File: config.mk
export PLATFORM = sky130hd
export DESIGN_NAME = cpu_instruction_length_timing
export DESIGN_NICKNAME = d
export VERILOG_FILES = /design/src/cpu_timing_pkg.sv /design/src/cpu_instruction_length_timing.sv /design/src/instr_form_decode.sv
export VERILOG_INCLUDE_DIRS = /design/src /design/src/src
export SDC_FILE = /design/constraint.sdc
export NUM_CORES = 1
export LEC_CHECK = 0
export BUFFER_PORTS_ARGS = -buffer_cell sky130_fd_sc_hd__buf_2
export CAP_MARGIN = 20
export CORE_MARGIN = 4
export CORE_UTILIZATION = 35
export DETAILED_ROUTE_END_ITERATION = 6
export SYNTH_ARGS = -nofsm -noshare
export SYNTH_HDL_FRONTEND = slang
export SYNTH_SLANG_ARGS = --single-unit
File: constraint.sdc
create_clock -name clk_sys -period 4.5 [get_ports clk_sys]
set_input_delay 0.225 -clock clk_sys [delete_from_list [all_inputs] [get_ports clk_sys]]
set_output_delay 0.225 -clock clk_sys [all_outputs]
set_load 0.01 [all_outputs]
File: src/cpu_timing_regs.svh
`ifndef CPU_TIMING_REGS_SVH
`define CPU_TIMING_REGS_SVH

// Timing word layout: length in bytes above, execution cycles below
`define TM_LEN_MSB 4
`define TM_LEN_LSB 3
`define TM_CYC_MSB 2
`define TM_CYC_LSB 0
`define TM_NONE 5'h00

// Data transfer
`define TM_ACCUM_FROM_BANK {2'd1, 3'd1}
`define TM_ACCUM_FROM_DIR {2'd2, 3'd2}
`define TM_ACCUM_FROM_IND {2'd1, 3'd2}
`define TM_ACCUM_FROM_IMM {2'd2, 3'd2}
`define TM_BANK_FROM_ACCUM {2'd1, 3'd2}
`define TM_BANK_FROM_DIR {2'd2, 3'd4}
`define TM_BANK_FROM_IMM {2'd2, 3'd2}
`define TM_DIR_FROM_ACCUM {2'd2, 3'd3}
`define TM_DIR_FROM_BANK {2'd2, 3'd3}
`define TM_DIR_FROM_DIR {2'd3, 3'd4}
`define TM_DIR_FROM_IND {2'd2, 3'd4}
`define TM_DIR_FROM_IMM {2'd3, 3'd3}
`define TM_IND_FROM_ACCUM {2'd1, 3'd3}
`define TM_IND_FROM_DIR {2'd2, 3'd3}
`define TM_IND_FROM_IMM {2'd2, 3'd3}
`define TM_DP_LOAD_IMM {2'd3, 3'd3}
`define TM_CODE_RD {2'd1, 3'd4}
`define TM_AUX_MOVE {2'd1, 3'd3}
`define TM_STACK_PUSH {2'd2, 3'd4}
`define TM_STACK_POP {2'd2, 3'd3}
`define TM_SWAP_BANK {2'd1, 3'd3}
`define TM_SWAP_DIR {2'd2, 3'd4}
`define TM_SWAP_IND {2'd1, 3'd4}
`define TM_NIB_SWAP_IND {2'd1, 3'd4}

// Arithmetic; add timings shared by add and add with carry, subtract with borrow on its own
`define TM_ADD_BANK {2'd1, 3'd2}
`define TM_ADD_DIR {2'd2, 3'd3}
`define TM_ADD_IND {2'd1, 3'd3}
`define TM_ADD_IMM {2'd2, 3'd2}
`define TM_SUB_BORROW_BANK {2'd1, 3'd2}

`endif

File: src/cpu_timing_pkg.sv
package cpu_timing_pkg;

  typedef enum logic [5:0] {
    FORM_NONE,
    ACCUM_FROM_BANK, ACCUM_FROM_DIR, ACCUM_FROM_IND, ACCUM_FROM_IMM,
    BANK_FROM_ACCUM, BANK_FROM_DIR, BANK_FROM_IMM,
    DIR_FROM_ACCUM, DIR_FROM_BANK, DIR_FROM_DIR, DIR_FROM_IND,
    DIR_FROM_IMM,
    IND_FROM_ACCUM, IND_FROM_DIR, IND_FROM_IMM,
    DP_LOAD_IMM, CODE_RD_DP, CODE_RD_PC,
    AUX_RD_IND, AUX_RD_DP, AUX_WR_IND, AUX_WR_DP,
    STACK_PUSH, STACK_POP,
    SWAP_BANK, SWAP_DIR, SWAP_IND, NIB_SWAP_IND,
    ADD_BANK, ADD_DIR, ADD_IND, ADD_IMM,
    ADD_CARRY_BANK, ADD_CARRY_DIR, ADD_CARRY_IND, ADD_CARRY_IMM,
    SUB_BORROW_BANK
  } instr_form_t;

  typedef enum {
    SEQ_IDLE,
    SEQ_EXEC
  } seq_state_t;

endpackage

File: src/cpu_instruction_length_timing.sv
`timescale 1ns/1ps

module cpu_instruction_length_timing
#(
  parameter int CYCLE_W = 3
)
(
  // Clock, reset, enable
  input wire logic clk_sys,
  input wire logic rst,
  input wire logic clkEn,
  // Instruction form request
  input wire logic formValid,
  input wire cpu_timing_pkg::instr_form_t formCode,
  input wire logic extTarget,
  // Operand values
  input wire logic [7:0] accumulator,
  input wire logic [15:0] dataPointer,
  input wire logic [15:0] progCounter,
  // Sequencing status
  output logic formReady,
  output logic busy,
  output logic instrDone,
  output logic [CYCLE_W-1:0] stepIndex,
  output logic [1:0] instrLength,
  output logic [CYCLE_W-1:0] cycleCount,
  output logic unsupportedFault,
  // Memory strobes
  output logic codeReadEn,
  output logic [15:0] codeReadAddr,
  output logic auxReadEn,
  output logic auxWriteEn,
  output logic auxAddrWide,
  output logic stackPush,
  output logic stackPop,
  output logic accumWriteEn,
  output logic dataWriteEn
);

  cpu_timing_pkg::seq_state_t state_reg;
  cpu_timing_pkg::seq_state_t state_next;
  logic busy_reg;

  logic [1:0] decLen;
  logic [2:0] decCycles;
  logic decLegal;
  logic decWrAccum;
  logic decWrData;
  logic decCodeRd;
  logic decPcBase;
  logic decAuxRd;
  logic decAuxWr;
  logic decAuxWide;
  logic decPush;
  logic decPop;

  logic ready_reg;
  logic done_reg;
  logic fault_reg;
  logic [CYCLE_W-1:0] count_reg;
  logic [CYCLE_W-1:0] count_next;
  logic [CYCLE_W-1:0] step_reg;
  logic [CYCLE_W-1:0] step_next;
  logic [CYCLE_W-1:0] total_reg;
  logic [1:0] len_reg;

  logic attrWrAccum_reg;
  logic attrWrData_reg;
  logic attrCodeRd_reg;
  logic attrAuxRd_reg;
  logic attrAuxWr_reg;
  logic attrPush_reg;
  logic attrPop_reg;
  logic auxWide_reg;

  logic codeRd_reg;
  logic [15:0] codeAddr_reg;
  logic auxRd_reg;
  logic auxWr_reg;
  logic push_reg;
  logic pop_reg;
  logic accumWr_reg;
  logic dataWr_reg;

  function automatic logic [15:0] codeAddress(input logic [7:0] offset,
                                              input logic [15:0] base);
    codeAddress = base + {8'h00, offset};
  endfunction

  function automatic logic [CYCLE_W-1:0] widen(input logic [2:0] v);
    widen = CYCLE_W'(v);
  endfunction

  instr_form_decode formDecode
  (
    .form(formCode),
    .lenBytes(decLen),
    .cycles(decCycles),
    .legal(decLegal),
    .wrAccum(decWrAccum),
    .wrData(decWrData),
    .codeRd(decCodeRd),
    .pcBase(decPcBase),
    .auxRd(decAuxRd),
    .auxWr(decAuxWr),
    .auxWide(decAuxWide),
    .pushOp(decPush),
    .popOp(decPop)
  );

  // Acceptance and refusal
  wire execActive = (state_reg == cpu_timing_pkg::SEQ_EXEC);
  wire accept = formValid & ready_reg;
  wire extBlocked = extTarget & (decAuxRd | decAuxWr);
  wire start = accept & decLegal & ~extBlocked;
  wire reject = accept & ~start;
  wire lastCycle = execActive & (count_reg == '0);
  wire oneCycle = (decCycles == 3'h1);

  assign count_next = start ? widen(decCycles - 3'h1) :
                      (execActive & ~lastCycle) ?
                      count_reg - CYCLE_W'(1) : count_reg;

  assign step_next = start ? '0 :
                     (execActive & ~lastCycle) ?
                     step_reg + CYCLE_W'(1) : step_reg;

  always_comb
  begin
    state_next = state_reg;
    case (state_reg)
      cpu_timing_pkg::SEQ_IDLE:
        if (start)
          state_next = cpu_timing_pkg::SEQ_EXEC;
      cpu_timing_pkg::SEQ_EXEC:
        if (lastCycle & ~start)
          state_next = cpu_timing_pkg::SEQ_IDLE;
      default:
        state_next = cpu_timing_pkg::SEQ_IDLE;
    endcase
  end

  // Next-cycle view for the strobes
  wire busyNext = (state_next == cpu_timing_pkg::SEQ_EXEC);
  wire lastNext = busyNext & (count_next == '0);
  wire penultNext = busyNext & (count_next == CYCLE_W'(1));
  wire firstNext = busyNext & (step_next == '0);

  wire nWrAccum = start ? decWrAccum : attrWrAccum_reg;
  wire nWrData = start ? decWrData : attrWrData_reg;
  wire nCodeRd = start ? decCodeRd : attrCodeRd_reg;
  wire nAuxRd = start ? decAuxRd : attrAuxRd_reg;
  wire nAuxWr = start ? decAuxWr : attrAuxWr_reg;
  wire nPush = start ? decPush : attrPush_reg;
  wire nPop = start ? decPop : attrPop_reg;

  // Ready again only in the last cycle
  wire readyNext = start ? oneCycle :
                   execActive ? (count_reg <= CYCLE_W'(1)) : 1'b1;
  wire doneNext = start ? oneCycle :
                  (execActive & (count_reg == CYCLE_W'(1)));

  // Sequencer state; busy kept as its own flop, not a decode
  always_ff @(posedge clk_sys)
  begin
    if (rst)
    begin
      state_reg <= cpu_timing_pkg::SEQ_IDLE;
      busy_reg <= 1'b0;
    end
    else if (clkEn)
    begin
      state_reg <= state_next;
      busy_reg <= busyNext;
    end
  end

  always_ff @(posedge clk_sys)
  begin
    if (rst)
    begin
      count_reg <= '0;
      step_reg <= '0;
    end
    else if (clkEn)
    begin
      count_reg <= count_next;
      step_reg <= step_next;
    end
  end

  always_ff @(posedge clk_sys)
  begin
    if (rst)
    begin
      ready_reg <= 1'b1;
      done_reg <= 1'b0;
    end
    else if (clkEn)
    begin
      ready_reg <= readyNext;
      done_reg <= doneNext;
    end
  end

  always_ff @(posedge clk_sys)
  begin
    if (rst)
      fault_reg <= 1'b0;
    else if (clkEn)
      fault_reg <= reject;
  end

  // Length and cycles latched per form
  always_ff @(posedge clk_sys)
  begin
    if (rst)
    begin
      len_reg <= 2'h0;
      total_reg <= '0;
    end
    else if (clkEn & start)
    begin
      len_reg <= decLen;
      total_reg <= widen(decCycles);
    end
  end

  // Attributes held for the whole instruction
  always_ff @(posedge clk_sys)
  begin
    if (rst)
    begin
      attrWrAccum_reg <= 1'b0;
      attrWrData_reg <= 1'b0;
      attrCodeRd_reg <= 1'b0;
      attrAuxRd_reg <= 1'b0;
      attrAuxWr_reg <= 1'b0;
      attrPush_reg <= 1'b0;
      attrPop_reg <= 1'b0;
    end
    else if (clkEn & start)
    begin
      attrWrAccum_reg <= decWrAccum;
      attrWrData_reg <= decWrData;
      attrCodeRd_reg <= decCodeRd;
      attrAuxRd_reg <= decAuxRd;
      attrAuxWr_reg <= decAuxWr;
      attrPush_reg <= decPush;
      attrPop_reg <= decPop;
    end
  end

  // Code address from accumulator plus base
  always_ff @(posedge clk_sys)
  begin
    if (rst)
      codeAddr_reg <= 16'h0000;
    else if (clkEn & start & decCodeRd)
      codeAddr_reg <= codeAddress(accumulator,
                                  decPcBase ? progCounter : dataPointer);
  end

  // Address width held with the move
  always_ff @(posedge clk_sys)
  begin
    if (rst)
      auxWide_reg <= 1'b0;
    else if (clkEn & start)
      auxWide_reg <= decAuxWide;
  end

  // Memory reads sit in the cycle before the result lands
  always_ff @(posedge clk_sys)
  begin
    if (rst)
    begin
      codeRd_reg <= 1'b0;
      auxRd_reg <= 1'b0;
    end
    else if (clkEn)
    begin
      codeRd_reg <= nCodeRd & penultNext;
      auxRd_reg <= nAuxRd & penultNext;
    end
  end

  // Auxiliary write in the final cycle
  always_ff @(posedge clk_sys)
  begin
    if (rst)
      auxWr_reg <= 1'b0;
    else if (clkEn)
      auxWr_reg <= nAuxWr & lastNext;
  end

  // Push writes the stack at the end
  always_ff @(posedge clk_sys)
  begin
    if (rst)
      push_reg <= 1'b0;
    else if (clkEn)
      push_reg <= nPush & lastNext;
  end

  always_ff @(posedge clk_sys)
  begin
    if (rst)
      pop_reg <= 1'b0;
    else if (clkEn)
      pop_reg <= nPop & firstNext;
  end

  // Results commit only in the last cycle, so a refused
  // or overlapping form never disturbs state early
  always_ff @(posedge clk_sys)
  begin
    if (rst)
    begin
      accumWr_reg <= 1'b0;
      dataWr_reg <= 1'b0;
    end
    else if (clkEn)
    begin
      accumWr_reg <= nWrAccum & lastNext;
      dataWr_reg <= nWrData & lastNext;
    end
  end

  // Outputs straight from flip-flops
  assign formReady = ready_reg;
  assign busy = busy_reg;
  assign instrDone = done_reg;
  assign stepIndex = step_reg;
  assign instrLength = len_reg;
  assign cycleCount = total_reg;
  assign unsupportedFault = fault_reg;
  assign codeReadEn = codeRd_reg;
  assign codeReadAddr = codeAddr_reg;
  assign auxReadEn = auxRd_reg;
  assign auxWriteEn = auxWr_reg;
  assign auxAddrWide = auxWide_reg;
  assign stackPush = push_reg;
  assign stackPop = pop_reg;
  assign accumWriteEn = accumWr_reg;
  assign dataWriteEn = dataWr_reg;

endmodule

File: src/instr_form_decode.sv
`timescale 1ns/1ps
`include "cpu_timing_regs.svh"

module instr_form_decode
(
  // Form to decode
  input wire cpu_timing_pkg::instr_form_t form,
  // Timing
  output logic [1:0] lenBytes,
  output logic [2:0] cycles,
  output logic legal,
  // Attributes
  output logic wrAccum,
  output logic wrData,
  output logic codeRd,
  output logic pcBase,
  output logic auxRd,
  output logic auxWr,
  output logic auxWide,
  output logic pushOp,
  output logic popOp
);

  logic [4:0] timing;

  always_comb
  begin
    timing = `TM_NONE;
    case (form)
      cpu_timing_pkg::ACCUM_FROM_BANK: timing = `TM_ACCUM_FROM_BANK;
      cpu_timing_pkg::ACCUM_FROM_DIR: timing = `TM_ACCUM_FROM_DIR;
      cpu_timing_pkg::ACCUM_FROM_IND: timing = `TM_ACCUM_FROM_IND;
      cpu_timing_pkg::ACCUM_FROM_IMM: timing = `TM_ACCUM_FROM_IMM;
      cpu_timing_pkg::BANK_FROM_ACCUM: timing = `TM_BANK_FROM_ACCUM;
      cpu_timing_pkg::BANK_FROM_DIR: timing = `TM_BANK_FROM_DIR;
      cpu_timing_pkg::BANK_FROM_IMM: timing = `TM_BANK_FROM_IMM;
      cpu_timing_pkg::DIR_FROM_ACCUM: timing = `TM_DIR_FROM_ACCUM;
      cpu_timing_pkg::DIR_FROM_BANK: timing = `TM_DIR_FROM_BANK;
      cpu_timing_pkg::DIR_FROM_DIR: timing = `TM_DIR_FROM_DIR;
      cpu_timing_pkg::DIR_FROM_IND: timing = `TM_DIR_FROM_IND;
      cpu_timing_pkg::DIR_FROM_IMM: timing = `TM_DIR_FROM_IMM;
      cpu_timing_pkg::IND_FROM_ACCUM: timing = `TM_IND_FROM_ACCUM;
      cpu_timing_pkg::IND_FROM_DIR: timing = `TM_IND_FROM_DIR;
      cpu_timing_pkg::IND_FROM_IMM: timing = `TM_IND_FROM_IMM;
      cpu_timing_pkg::DP_LOAD_IMM: timing = `TM_DP_LOAD_IMM;
      cpu_timing_pkg::CODE_RD_DP: timing = `TM_CODE_RD;
      cpu_timing_pkg::CODE_RD_PC: timing = `TM_CODE_RD;
      cpu_timing_pkg::AUX_RD_IND: timing = `TM_AUX_MOVE;
      cpu_timing_pkg::AUX_RD_DP: timing = `TM_AUX_MOVE;
      cpu_timing_pkg::AUX_WR_IND: timing = `TM_AUX_MOVE;
      cpu_timing_pkg::AUX_WR_DP: timing = `TM_AUX_MOVE;
      cpu_timing_pkg::STACK_PUSH: timing = `TM_STACK_PUSH;
      cpu_timing_pkg::STACK_POP: timing = `TM_STACK_POP;
      cpu_timing_pkg::SWAP_BANK: timing = `TM_SWAP_BANK;
      cpu_timing_pkg::SWAP_DIR: timing = `TM_SWAP_DIR;
      cpu_timing_pkg::SWAP_IND: timing = `TM_SWAP_IND;
      cpu_timing_pkg::NIB_SWAP_IND: timing = `TM_NIB_SWAP_IND;
      cpu_timing_pkg::ADD_BANK: timing = `TM_ADD_BANK;
      cpu_timing_pkg::ADD_DIR: timing = `TM_ADD_DIR;
      cpu_timing_pkg::ADD_IND: timing = `TM_ADD_IND;
      cpu_timing_pkg::ADD_IMM: timing = `TM_ADD_IMM;
      cpu_timing_pkg::ADD_CARRY_BANK: timing = `TM_ADD_BANK;
      cpu_timing_pkg::ADD_CARRY_DIR: timing = `TM_ADD_DIR;
      cpu_timing_pkg::ADD_CARRY_IND: timing = `TM_ADD_IND;
      cpu_timing_pkg::ADD_CARRY_IMM: timing = `TM_ADD_IMM;
      cpu_timing_pkg::SUB_BORROW_BANK: timing = `TM_SUB_BORROW_BANK;
      default: timing = `TM_NONE;
    endcase
  end

  assign lenBytes = timing[`TM_LEN_MSB:`TM_LEN_LSB];
  assign cycles = timing[`TM_CYC_MSB:`TM_CYC_LSB];
  assign legal = (cycles != 3'h0);

  assign codeRd = (form == cpu_timing_pkg::CODE_RD_DP) |
                  (form == cpu_timing_pkg::CODE_RD_PC);
  assign pcBase = (form == cpu_timing_pkg::CODE_RD_PC);
  assign auxRd = (form == cpu_timing_pkg::AUX_RD_IND) |
                 (form == cpu_timing_pkg::AUX_RD_DP);
  assign auxWr = (form == cpu_timing_pkg::AUX_WR_IND) |
                 (form == cpu_timing_pkg::AUX_WR_DP);
  assign auxWide = (form == cpu_timing_pkg::AUX_RD_DP) |
                   (form == cpu_timing_pkg::AUX_WR_DP);
  assign pushOp = (form == cpu_timing_pkg::STACK_PUSH);
  assign popOp = (form == cpu_timing_pkg::STACK_POP);
  assign wrAccum = (form inside {[cpu_timing_pkg::ACCUM_FROM_BANK:
                                   cpu_timing_pkg::ACCUM_FROM_IMM]}) |
                   codeRd | auxRd |
                   (form inside {[cpu_timing_pkg::SWAP_BANK:
                                   cpu_timing_pkg::SUB_BORROW_BANK]});
  assign wrData = (form inside {[cpu_timing_pkg::BANK_FROM_ACCUM:
                                  cpu_timing_pkg::DP_LOAD_IMM]}) |
                  pushOp | popOp |
                  (form inside {[cpu_timing_pkg::SWAP_BANK:
                                  cpu_timing_pkg::NIB_SWAP_IND]});

endmodule

# Word level (Yosys, flattened, before mapping)
# Memories as Yosys holds them, arrays and structs flattened.
# Index checks and enable logic that the tools add are counted.
# W data, S select, Z words.
[op_classes]
addsub = 4
multipliers = 0
n_div = 0
magnitude_cmp = 8
eq_ne = 14
shift = 0
muxes = 18
bitwise_logic = 35
reduce_logical = 9
[ops]
columns = ["operator", "count"]
rows = [
  ["$eq A32 B2 Y1 const B", 2],
  ["$mux W32", 2],
  ["$pmux W32 S2", 1],
  ["$eq A6 B5 Y1 const B", 8],
  ["$eq A32 B1 Y1 const B", 1],
  ["$logic_not A32 Y1", 1],
  ["$and A1 B1 Y1", 21],
  ["$add A16 B8 Y16", 1],
  ["$mux W16", 1],
  ["$le A6 B5 Y1 const B", 2],
  ["$mux W3", 4],
  ["$or A1 B1 Y1", 11],
  ["$mux W1", 10],
  ["$eq A3 B1 Y1 const B", 3],
  ["$logic_not A3 Y1", 3],
  ["$ge A6 B1 Y1 const B", 1],
  ["$ge A6 B3 Y1 const B", 1],
  ["$ge A6 B5 Y1 const B", 1],
  ["$le A6 B3 Y1 const B", 1],
  ["$le A6 B6 Y1 const B", 1],
  ["$sub A3 B1 Y3 const B", 2],
  ["$logic_and A1 B1 Y1", 4],
  ["$add A3 B1 Y3 const B", 1],
  ["$le A3 B1 Y1 const B", 1],
  ["2 further kinds", 4],
]
[word_totals]
register_bits = 78
latch_bits = 0
ram_bits = 0
rom_bits = 320
input_bits = 51
output_inout_bits = 36
wordCells = 114
memories = 1
[memory_table]
columns = ["memory", "words", "word_bits", "read_ports", "rd_clocked_by_memory_dff", "wr", "line_no", "text"]
rows = [
  ["(no name shown)", 64, 5, 1, 0, 0, "instr_form_decode.sv:29", "case (form)"],
]

# Logic depth before layout (Yosys ltp)
# Gate-level depths: netlist of the first run.
[logic_depth]
word_depth = 13
depth_mapped = 16
depth_no_buf = 13

# Modules after synthesis
# A second synthesis of the first run with hierarchy kept.
[hier_totals]
hier_cells = 527
hier_area_um2 = 4394.2
[by_module_without_submodules]
columns = ["module", "instances", "cells_per_inst", "area_per_inst_um2", "seq_area_each_um2"]
rows = [
  ["cpu_instruction_length_timing", 1, 429, 3706.1, 1561.5],
  ["instr_form_decode", 1, 98, 688.2, 0.0],
]

# Least setup slack after synthesis of the first run
# No wires, ideal clock.
[synth_timing]
path_type = "input -> register"
from = "input port formCode[5]"
to = "register codeAddr_reg[13], in the netlist codeReadAddr[13]"
setup_ns = 0.122
arrival_ns = 3.064
required_time_ns = 4.378
slack_ns = 1.314
stages = 14
path_buffers = 3
cell_sequence = "clkbuf_1 nor4b_2 and2_1 clkbuf_1 clkbuf_1 nand2_1 nand2_1 ha_1 a211oi_1 o21ai_0 a311o_1 a31o_2 a21oi_1 o31ai_1"
[synth_via]
elab_chain_cells = 8
word_cells_on_any_way = 20
cone_classes = "1 x add/sub; 6 x eq/ne; 1 x mux; 10 x bitwise; 1 x reduce/logical; 1 x memory"
[synth_rtl]
columns = ["item", "line_no", "text"]
rows = [
  ["start: declaration", "cpu_instruction_length_timing.sv:14", "input wire cpu_timing_pkg::instr_form_t formCode,"],
  ["parallel branches: the longest is 8 deep, another holds $mem_v2 Z64 W5", "-", ""],
  ["end signal: assignment", "cpu_instruction_length_timing.sv:260", "codeAddr_reg <= codeAddress(accumulator,"],
  ["end: declaration", "cpu_instruction_length_timing.sv:77", "logic [15:0] codeAddr_reg;"],
]
# Parallel ways; which one is timed is not known.
# A chain may end at the register's enable or synchronous reset.

# Final worst setup path of the first run
[layout_timing]
from = "input port formCode[1]"
to = "register state_reg[11]"
[layout_via]
elab_chain_cells = 10
word_cells_on_any_way = 18
cone_classes = "4 x eq/ne; 3 x mux; 9 x bitwise; 1 x reduce/logical; 1 x memory"
[layout_rtl]
columns = ["item", "line_no", "text"]
rows = [
  ["parallel branches: the longest is 5 deep, another holds $mem_v2 Z64 W5", "-", ""],
  ["$and A1 B1 Y1 *", "cpu_instruction_length_timing.sv:115", "wire start = accept & decLegal & ~extBlocked;"],
  ["$not A1 Y1", "cpu_instruction_length_timing.sv:136", "if (lastCycle & ~start)"],
  ["$and A1 B1 Y1", "cpu_instruction_length_timing.sv:136", ""],
  ["$mux W32", "cpu_instruction_length_timing.sv:136", ""],
  ["$pmux W32 S2 *", "cpu_instruction_length_timing.sv:131", "case (state_reg)"],
  ["end signal: assignment", "cpu_instruction_length_timing.sv:168", "state_reg <= cpu_timing_pkg::SEQ_IDLE;"],
  ["end signal: assignment", "cpu_instruction_length_timing.sv:173", "state_reg <= state_next;"],
  ["end: declaration", "cpu_instruction_length_timing.sv:40", "cpu_timing_pkg::seq_state_t state_reg;"],
]
# Every way passes the cells marked *.

==> results of run 1 <==
## kinds of logic after synthesis
family | count (synthesis)
DFF | 78
AOI/OAI and AO/OA | 126
xor gates and xnor gates | 9
muxes | 16
and+or+nand+nor | 227
buffers and inverters | 48
adders and majority gates | 24
## cells in the final DEF, fill, tap and decap left out, types with 6 or more instances in the layout
| cell type | instances |
|---|---|
| a211oi_1 | 8 |
| a21oi_1 | 46 |
| and2_1 | 36 |
| buf_2 | 86 |
| buf_4 | 6 |
| clkbuf_16 | 9 |
| dfxtp_1 | 78 |
| ha_1 | 23 |
| inv_1 | 15 |
| mux2i_1 | 12 |
| nand2_1 | 85 |
| nand3_1 | 15 |
| nand4_1 | 12 |
| nor2_1 | 26 |
| nor3_1 | 12 |
| nor4_1 | 8 |
| o21ai_0 | 9 |
| o21ai_1 | 10 |
| xnor2_1 | 7 |
## through the flow
stage / worst slack, ns / total power [uW] / cells
5_1_grt: 0.701 / 1810 / 771
6_report: 1.10 / 1720 / 771
3_3_place_gp: 0.889 / 992 / 755
2_1_floorplan: 1.31 / 919 / 528
4_1_cts: 1.09 / 1730 / 771
3_5_place_dp: 0.752 / 996 / 755
## final timing paths
check                                                     to  slack (ns)  cells after the start                       start
worst max-delay path              state_reg[11]$_SDFFE_PP0P_        1.10                     15                 formCode[1]
worst min-delay path            codeReadAddr[0]$_SDFFE_PP0P_        0.31                      4              accumulator[0]
worst max register to register     stepIndex[0]$_SDFFE_PP0P_        1.79                      6  state_reg[13]$_SDFFE_PP0P_
worst min register to register      dataWriteEn$_SDFFE_PP0P_        0.44                      2    dataWriteEn$_SDFFE_PP0P_
## final cells by class
cell class	instances	area [um^2]	share of cell area (%)
multi-input cells	402	2560	49.6
flip-flops and latches	78	1560	30.2
repair buffers	92	475	9.19
clock buffers	9	225	4.36
well taps	168	210	4.06
clock inverters	7	80.1	1.55
inverters	15	56.3	1.09
## power groups by stage
stage	registers (uW)	logic, uW	clock network (uW)
2_1_floorplan	726	193	0
4_1_cts	709	273	752
3_3_place_gp	724	268	0
3_5_place_dp	724	272	0
6_report	709	275	738
5_1_grt	710	308	790
## synthesized netlist by cell type, drive strengths merged (3+ instances only)
| cell type | count | share of area [%] |
|---|---|---|
| ha | 23 | 6.7 |
| and2 | 36 | 5.2 |
| dfxtp | 78 | 36 |
| nand2b | 5 | 0.90 |
| nand3b | 3 | 0.52 |
| o31ai | 3 | 0.52 |
| and4 | 3 | 0.61 |
| o21a | 5 | 0.87 |
| inv | 15 | 1.3 |
| nor2b | 5 | 0.72 |
| mux2 | 3 | 0.78 |
| nor2 | 26 | 2.3 |
| a31o | 3 | 0.61 |
| nand4 | 12 | 1.7 |
| nor4 | 9 | 1.4 |
| clkbuf | 20 | 1.7 |
| a311oi | 4 | 0.81 |
| mux2i | 12 | 2.8 |
| xnor2 | 7 | 1.4 |
| nor3 | 12 | 1.4 |
| nand3 | 15 | 1.7 |
| a31oi | 3 | 0.43 |
| a211oi | 8 | 1.4 |
| a21o | 4 | 0.69 |
| o211ai | 6 | 1.2 |
| o21ai | 20 | 2.4 |
| buf | 13 | 1.6 |
| nor3b | 4 | 0.69 |
| o22ai | 3 | 0.43 |
| nand2 | 85 | 7.4 |
| a21oi | 46 | 5.3 |
## metal layers
layer  vias up  part of all wire, %
li1       2027                    -
met1      1808                   48
met2       130                   44
met3        11                  6.6
met4         0                  1.4
met5         -                    0
## worst max-delay path: stages
cell and delay [ns]:
buf_2 0.20, inv_1 0.10, ha_1 0.29, mux4_2 0.49, nand2b_1 0.19, a21oi_1 0.14, a21oi_1 0.10, ha_1 0.24
ha_1 0.17, nor2_1 0.27, o21a_1 0.50, o211ai_1 0.17, a21oi_1 0.17, buf_4 0.26, and2_1 0.17
==> results.toml, run 1 <==
[grt]
grt_start_max_net_pins = 40
antenna_found_initial = 0
use_met2_pct = 23.5
grt_pass1_vias = 3747
grt_pass1_wl_mm = 18.6
met1_usage_pct = 22.4
top_usage_layer = "met2"
track_usage_pct = 15.7
grt_overflow_total = 0
met3_usage_pct = 3.89

[route]
viasPerCell = 5.16
dr.pass1.iters = 5
ant_nets = 0
vias = 3976
wirelength_mm = 10.9
wire_per_inst_um = 14.2
drt_iter0_drc = 226
drc = 0

[clock_tree]
clkSinkCount = 78
cts_tree = "done"
post_cts_resized = 0
post_cts_buffers = 0
cts.hold.buffers_added = 0
insertion_delay_ns = 0.33
clkTransAtPathRegs_ns = 0.06
cts-buffers-inserted = 9
cts.htree.levels = 3
cts_buffer_depth = 2
cts-root-buf = "clkbuf_16"

[power_and_ir_drop]
clkPwrFrac_pct = 42.8
power.leakage_uw = 0.00219
switching_share_pct = 27.6
total_switching_power_uw = 476
p_int_uw = 1250
pwr-share-comb_pct = 16.0
vdd_drop_max_uv = 200
power_frac_seq_pct = 41.2
power.density_mw_per_mm2 = 333

[die]
start_util_pct = 35.8
io_pins = 87
core-area_mm2 = 0.0121
die_w_um = 119
dieArea_mm2 = 0.0142
dieHeight_um = 119
row_count = 40

[yosys]
synth.yosys.warnings = 0
synth-xor-area-share_pct = 1.82
post_synth_and_or_nand_nor_area_fraction_pct = 26.9
synth_flop_cell = "dfxtp_1"
syn_area_mm2 = 0.00432
synthCells = 528
synth_nets = 603
synthArstFlopShare_pct = 0
postSynthAreaPerCell_um2 = 8.19
synth_seq_cells = 78
synth-edff-count = 0
yosysSeqAreaShare_pct = 36.1
synth_adder_area_share_pct = 7.12
synth-compound-area-share_pct = 19.4
synth_top_family_by_area = "simple AND/OR/NAND/NOR gates"
synthMuxAreaShare_pct = 4.08
yosysUniqueCellTypes = 66

[outcome]
outcome = "completed"

[sta]
setup_tns_ns = 0
finalCriticalPeriod_ns = 3.40
hold_viol = 0
skew_ns = 0.00723
grt_setup_unrepaired = "false"
fmax_mhz = 294
min_period_over_period_pct = 75.7
tightest_slew_ns = 1.04
whs_ns = 0.314
slew_headroom_pct = 28.9
setup_viol_count_final = 0
slew_viol_final = 0

[flow_run]
drv_cap = 0

[layout]
fillCellCount = 1205
largest_reg_flops = 32
finalNetCount = 673
fin_area_mm2 = 0.00517
fin_util_pct = 42.9
area_growth_pct = 19.6
drive_gt1_share_pct = 20.2
antennaDiodeCount = 0

[placement]
place_area_mm2 = 0.00487
io_buffers = 86
place_congestion = 0.826
post-dp-hpwl_mm = 8.24

[min_path]
hold_class = "in -> reg"

[critical_path]
setup.worst_path.start_class = "input port"
crit_type = "in -> reg"
cp.required_ns = 4.78
arrival_ns = 3.68
end_kind = "flip-flop"
critPathMaxFanout = 31
(Power assumes the default switching activity.)
==> run 2: changes to the inputs <==
Settings changed: ABC_AREA set to 1.
Clock period 4.5 ns to 3.5 ns, I/O delays scaled along.
==> run 2 against run 1 <==
Against the previous run: setup slack worse by 0.49 ns; final cell count is 16% higher; synthesized area increased by 5.0%; non-clock buffer count fell by 2; hold slack worse by 0.16 ns; critical path depth up 4; global-route usage is 0.61 points higher; synthesized cell count grew 21%; design area grew 4.0%; via count is 9.1% higher; critical path type unchanged; largest cell class unchanged.
==> results.toml, run 2 <==
[power_and_ir_drop]
power.leakage_uw = 0.00264
vdd_drop_max_uv = 234
power.density_mw_per_mm2 = 418
p_total_uw = 2250
power_frac_seq_pct = 41.1
clkPwrFrac_pct = 42.2
total_switching_power_uw = 622
switching_share_pct = 27.7
p_int_uw = 1620
pwr-share-comb_pct = 16.7

[layout]
finalNetCount = 793
drive_gt1_share_pct = 20.3
largest_reg_flops = 32
multi_input_area_mm2 = 0.00253
antennaDiodeCount = 0
mostFrequentLayoutCells = "125 x nand2_1, 86 x buf_2, 83 x nor2_1"
fillCellCount = 1358
fin_area_mm2 = 0.00538
final_common_cell = "nand2_1"
fin_util_pct = 42.4
area_growth_pct = 18.5
seq_area_mm2 = 0.00156

[grt]
grt_overflow_total = 0
grt_pass1_wl_mm = 19.7
track_usage_pct = 16.4
antenna_found_initial = 0
grt_pass1_vias = 4128
grt_start_max_net_pins = 47

[critical_path]
crit_type = "in -> reg"
cp_slowest_cell = "a21boi_2"
cpMostUsedCell = "nor2_1"
cpPeakStageDelay_ns = 0.42
cp.required_ns = 3.77
end_kind = "flip-flop"
arrival_ns = 3.16
setup.worst_path.start_class = "input port"
path_cells = "buf_2 > inv_1 > ha_1 > inv_1 > nand2_2 > a21oi_1 > o211ai_1 > a31oi_1 > inv_1 > ha_1 > ha_1 > nor2_1 > a21boi_2 > nand3_1 > nand2_1 > nand3_1 > nor2_1 > nor2_1 > nor2_1"
critPathMaxFanout = 10

[sta]
finalCriticalPeriod_ns = 2.89
slew_headroom_pct = 34.8
setup_tns_ns = 0
hold_viol = 0
skew_ns = 0.00882
grt_setup_unrepaired = "false"
tightest_slew_ns = 0.976
setup_viol_count_final = 0
min_period_over_period_pct = 82.6
slew_viol_final = 0
fmax_mhz = 346

[die]
io_pins = 87
die_w_um = 122
dieArea_mm2 = 0.0149
core-area_mm2 = 0.0127
dieHeight_um = 122
row_count = 41
start_util_pct = 35.8

[yosys]
postSynthAreaPerCell_um2 = 7.09
syn_area_mm2 = 0.00454
yosysTopAreaCell = "dfxtp_1"
synth_flop_cell = "dfxtp_1"
synth.yosys.warnings = 0
synthTopCellsByArea = "dfxtp_1 34%, nand2_1 10%, nor2_1 6.9%, ha_1 6.3%, a21oi_1 5.7%"
synth-edff-count = 0
synth_nets = 715
synth_top_cell_area_share_pct = 34.4
synthArstFlopShare_pct = 0
synth_seq_cells = 78
synth.most_common_cell = "nand2_1"
synthCells = 640
yosysUniqueCellTypes = 43
synthTopCellsByCount = "125 x nand2_1, 83 x nor2_1, 78 x dfxtp_1"
yosysSeqAreaShare_pct = 34.4

[placement]
place_area_mm2 = 0.00507
place_congestion = 0.845
io_buffers = 86
post-dp-hpwl_mm = 8.88

[clock_tree]
post_cts_buffers = 0
cts.hold.buffers_added = 0
cts_buffer_depth = 2
cts.htree.levels = 3
post_cts_resized = 0
clkTransAtPathRegs_ns = 0.06
cts-buffers-inserted = 9
insertion_delay_ns = 0.33
cts_tree = "done"
cts-root-buf = "clkbuf_16"
clkSinkCount = 78

[route]
vias = 4336
wire_per_inst_um = 13.0
wirelength_mm = 11.6
drc = 0
ant_nets = 0
drt_iter0_drc = 148
viasPerCell = 4.84
dr.pass1.iters = 4

[flow_run]
drv_cap = 0

[min_path]
hold_class = "in -> reg"

[outcome]
outcome = "completed"
-- run 2: changes by cell type in the layout (fill, tap and decap cells not counted), sizes merged, moves of 5 or more --
cell | previous run | this run
nor4 | 9 | 0
a21oi | 46 | 53
o21ai | 20 | 58
xor2 | 2 | 11
and2 | 36 | 0
mux2 | 3 | 8
nand2 | 85 | 138
inv | 18 | 78
nand3 | 15 | 30
nor2b | 5 | 0
nand2b | 5 | 0
mux2i | 12 | 1
nor2 | 26 | 86
a211oi | 8 | 0
-- run 2: layout make-up --
class / count / area share (%)
Timing Repair Buffer: 90 / 8.56
Clock inverter: 5 / 1.19
Inverter: 77 / 5.56
Multi-Input combinational cell: 462 / 47.1
Tap cell: 172 / 4.00
Clock buffer: 11 / 4.51
Sequential cell: 78 / 29.0
-- run 2: path summary, 6_finish.rpt --
path	from	end	slack [ns]	cells past startpoint
worst max register to register	count_reg[0]$_SDFFE_PP0P_	stackPush$_SDFFE_PP0P_	1.53	11
worst min-delay path	formValid	unsupportedFault$_SDFFE_PP0P_	0.15	3
worst min register to register	state_reg[15]$_SDFFE_PP0P_	state_reg[15]$_SDFFE_PP0P_	0.44	2
worst max-delay path	formCode[1]	stackPop$_SDFFE_PP0P_	0.61	19
-- run 2: kinds of logic (layout without fill, tap and decap cells) --
| kind of cell | Yosys count | in the layout | synth area share [%] |
|---|---|---|---|
| AND/OR/NAND/NOR | 281 | 281 | 27.4 |
| AO/OA/AOI/OAI | 133 | 133 | 16.6 |
| buffers and inverters | 100 | 183 | 9.76 |
| flip-flops | 78 | 78 | 34.4 |
| adder cells (fa/ha/maj) | 24 | 24 | 6.78 |
| XOR/XNOR | 15 | 15 | 2.89 |
| multiplexers | 9 | 9 | 2.21 |
-- run 2: per-stage QoR --
step	hold WS [ns]	worst slack [ns]	std cells
after global placement	0.426	0.368	879
after floorplan	0.342	0.831	640
after detailed placement	0.428	0.271	879
after global routing	0.187	0.287	895
after CTS	0.138	0.628	895
final	0.150	0.609	895
-- run 2: per-layer routing --
metal / GRT usage [%] / up-vias / share of wire [%]
li1: - / 2244 / -
met1: 20.4 / 1974 / 45
met2: 28.6 / 100 / 49
met3: 3.48 / 18 / 4.6
met4: 4.27 / 0 / 1.4
met5: 0 / - / 0
-- run 2: power by group through the flow --
stage / registers [uW] / clock network [uW] / logic, uW
floorplan: 946 / 0 / 260
global placement: 942 / 0 / 372
detailed placement: 943 / 0 / 374
CTS: 923 / 981 / 376
global route: 925 / 1010 / 428
finish: 923 / 947 / 375
-- run 2: worst max-delay path, delay by kind of cell --
kind                     cells  cell delay (ns)
AND/OR/NAND/NOR              8             0.95
buffers and inverters        4             0.51
AO/OA/AOI/OAI                4             0.86
adder cells (fa/ha/maj)      3             0.66
==> run 3: changes to the inputs <==
Clock period 3.5 ns to 3 ns, I/O delays scaled along.
==> run 3 against run 2 <==
Against the previous run: utilization grew 1.2 points; wire length grew 0.23%; clock-buffer cell count fell by 1; final cell count is 1.9% higher; critical path type unchanged; largest cell class unchanged; sequential power up 17%; first-iteration DRC count is 43% higher; largest power group unchanged; sequential cell count unchanged.
==> results.toml, run 3 (same netlist as run 2, synthesis figures left out) <==
[clock_tree]
cts_buffer_depth = 2
clkSinkCount = 78
cts.hold.buffers_added = 0
clkTransAtPathRegs_ns = 0.06
cts-buffers-inserted = 9
cts.htree.levels = 3
post_cts_resized = 0
cts_tree = "done"
post_cts_buffers = 0
cts-root-buf = "clkbuf_16"
insertion_delay_ns = 0.34

[sta]
fmax_mhz = 404
hold_viol = 0
setup_viol_count_final = 0
min_period_over_period_pct = 82.5
tightest_slew_ns = 0.553
grt_setup_unrepaired = "false"
skew_ns = 0.00763
slew_viol_final = 0
setup_tns_ns = 0
finalWorstSetupSlack_ns = 0.525
finalCriticalPeriod_ns = 2.47
slew_headroom_pct = 63.1

[placement]
io_buffers = 86
place_ws_ns = 0.138
post-dp-hpwl_mm = 9.00
place_congestion = 0.895

[die]
start_util_pct = 35.8
io_pins = 87
dieHeight_um = 122
row_count = 41
die_w_um = 122
dieArea_mm2 = 0.0149
core-area_mm2 = 0.0127

[layout]
area_growth_pct = 21.8
finalNetCount = 810
antennaDiodeCount = 0
mostFrequentLayoutCells = "125 x nand2_1, 86 x buf_2, 83 x nor2_1"
final_common_cell = "nand2_1"
drive_gt1_share_pct = 22.3
largest_reg_flops = 32

[critical_path]
critPathTopFamily = "simple AND/OR/NAND/NOR gates"
path_cells = "buf_2 > inv_1 > ha_1 > nand3_4 > mux2_2 > ha_1 > fa_1 > nand3_1 > nand3_1 > nand2_1 > o211ai_1 > and3_2 > nand3_1 > o21ai_1 > a21oi_1 > nor2_1"
cp_slowest_cell = "fa_1"
rrSetupSlack_ns = 1.08
critPathMaxFanout = 9
cpPeakStageDelay_ns = 0.42
arrival_ns = 2.72
cpMostUsedCell = "nand3_1"
crit_type = "in -> reg"
path_buf_inv = 2
cp.required_ns = 3.24
setup.worst_path.start_class = "input port"
end_kind = "flip-flop"

[route]
drt_iter0_drc = 211
wirelength_mm = 11.7
wire_per_inst_um = 12.8
viasPerCell = 4.73
ant_nets = 0
drc = 0
dr.pass1.iters = 4
vias = 4311

[min_path]
hold_class = "in -> reg"

[power_and_ir_drop]
vdd_drop_max_uv = 262
switching_share_pct = 27.4
pwr-share-comb_pct = 16.5
power_frac_seq_pct = 39.2
p_int_uw = 1990
total_switching_power_uw = 752
clkPwrFrac_pct = 44.2
power.density_mw_per_mm2 = 496
power.leakage_uw = 0.00273

[grt]
grt_overflow_total = 0
grt_pass1_vias = 4140
grt_pass1_wl_mm = 19.6
antenna_found_initial = 0
track_usage_pct = 16.4
grt_start_max_net_pins = 47

[outcome]
outcome = "completed"

[flow_run]
drv_cap = 0
-- run 3: worst paths after layout --
check / startpoint / end / depth (start not counted)
setup / recovery: formCode[0] / codeReadAddr[12]$_SDFFE_PP0P_ / 16
hold / removal: formValid / unsupportedFault$_SDFFE_PP0P_ / 3
setup reg to reg: count_reg[0]$_SDFFE_PP0P_ / auxWriteEn$_SDFFE_PP0P_ / 11
hold reg to reg: state_reg[4]$_SDFFE_PP0P_ / state_reg[4]$_SDFFE_PP0P_ / 2
-- run 3: routing by layer --
layer  share of wire (%)  vias to the layer above  track usage [%]
met2                  49                       77             28.1
met1                  45                     1949             20.2
met5                   0                        -                0
met3                 4.5                       11             3.62
li1                    -                     2274                -
met4                 1.0                        0             5.95
-- run 3: final cells by class --
| cell class | count | area [um^2] |
|---|---|---|
| Fill cell | 1352 | 7140 |
| Multi-Input combinational cell | 462 | 2530 |
| Sequential cell | 78 | 1560 |
| Timing Repair Buffer | 107 | 588 |
| Inverter | 77 | 299 |
| Clock buffer | 10 | 239 |
| Tap cell | 172 | 215 |
| Clock inverter | 6 | 92.6 |
-- run 3: tightest hold or removal path, stage by stage --
cell and delay, ns:
buf_2 0.11, nand4_1 0.09, a21oi_1 0.06
-- run 3: power by group through the flow --
stage               logic (uW)  registers [uW]  clock network [uW]
finish                     454            1080                1210
global route               515            1080                1290
CTS                        458            1080                1240
detailed placement         455            1100                   0
global placement           453            1100                   0
floorplan                  303            1100                   0
-- run 3: metrics by stage --
step | total power [uW] | instances | area [um^2] | utilization [%] | hold slack (ns)
floorplan | 1410 | 640 | 4540 | - | 0.317
global placement | 1550 | 896 | 5200 | 41.0 | 0.427
detailed placement | 1550 | 896 | 5200 | 41.0 | 0.428
CTS | 2780 | 912 | 5530 | 43.6 | 0.105
global route | 2880 | 912 | 5530 | 43.6 | 0.137
finish | 2740 | 912 | 5530 | 43.6 | 0.110
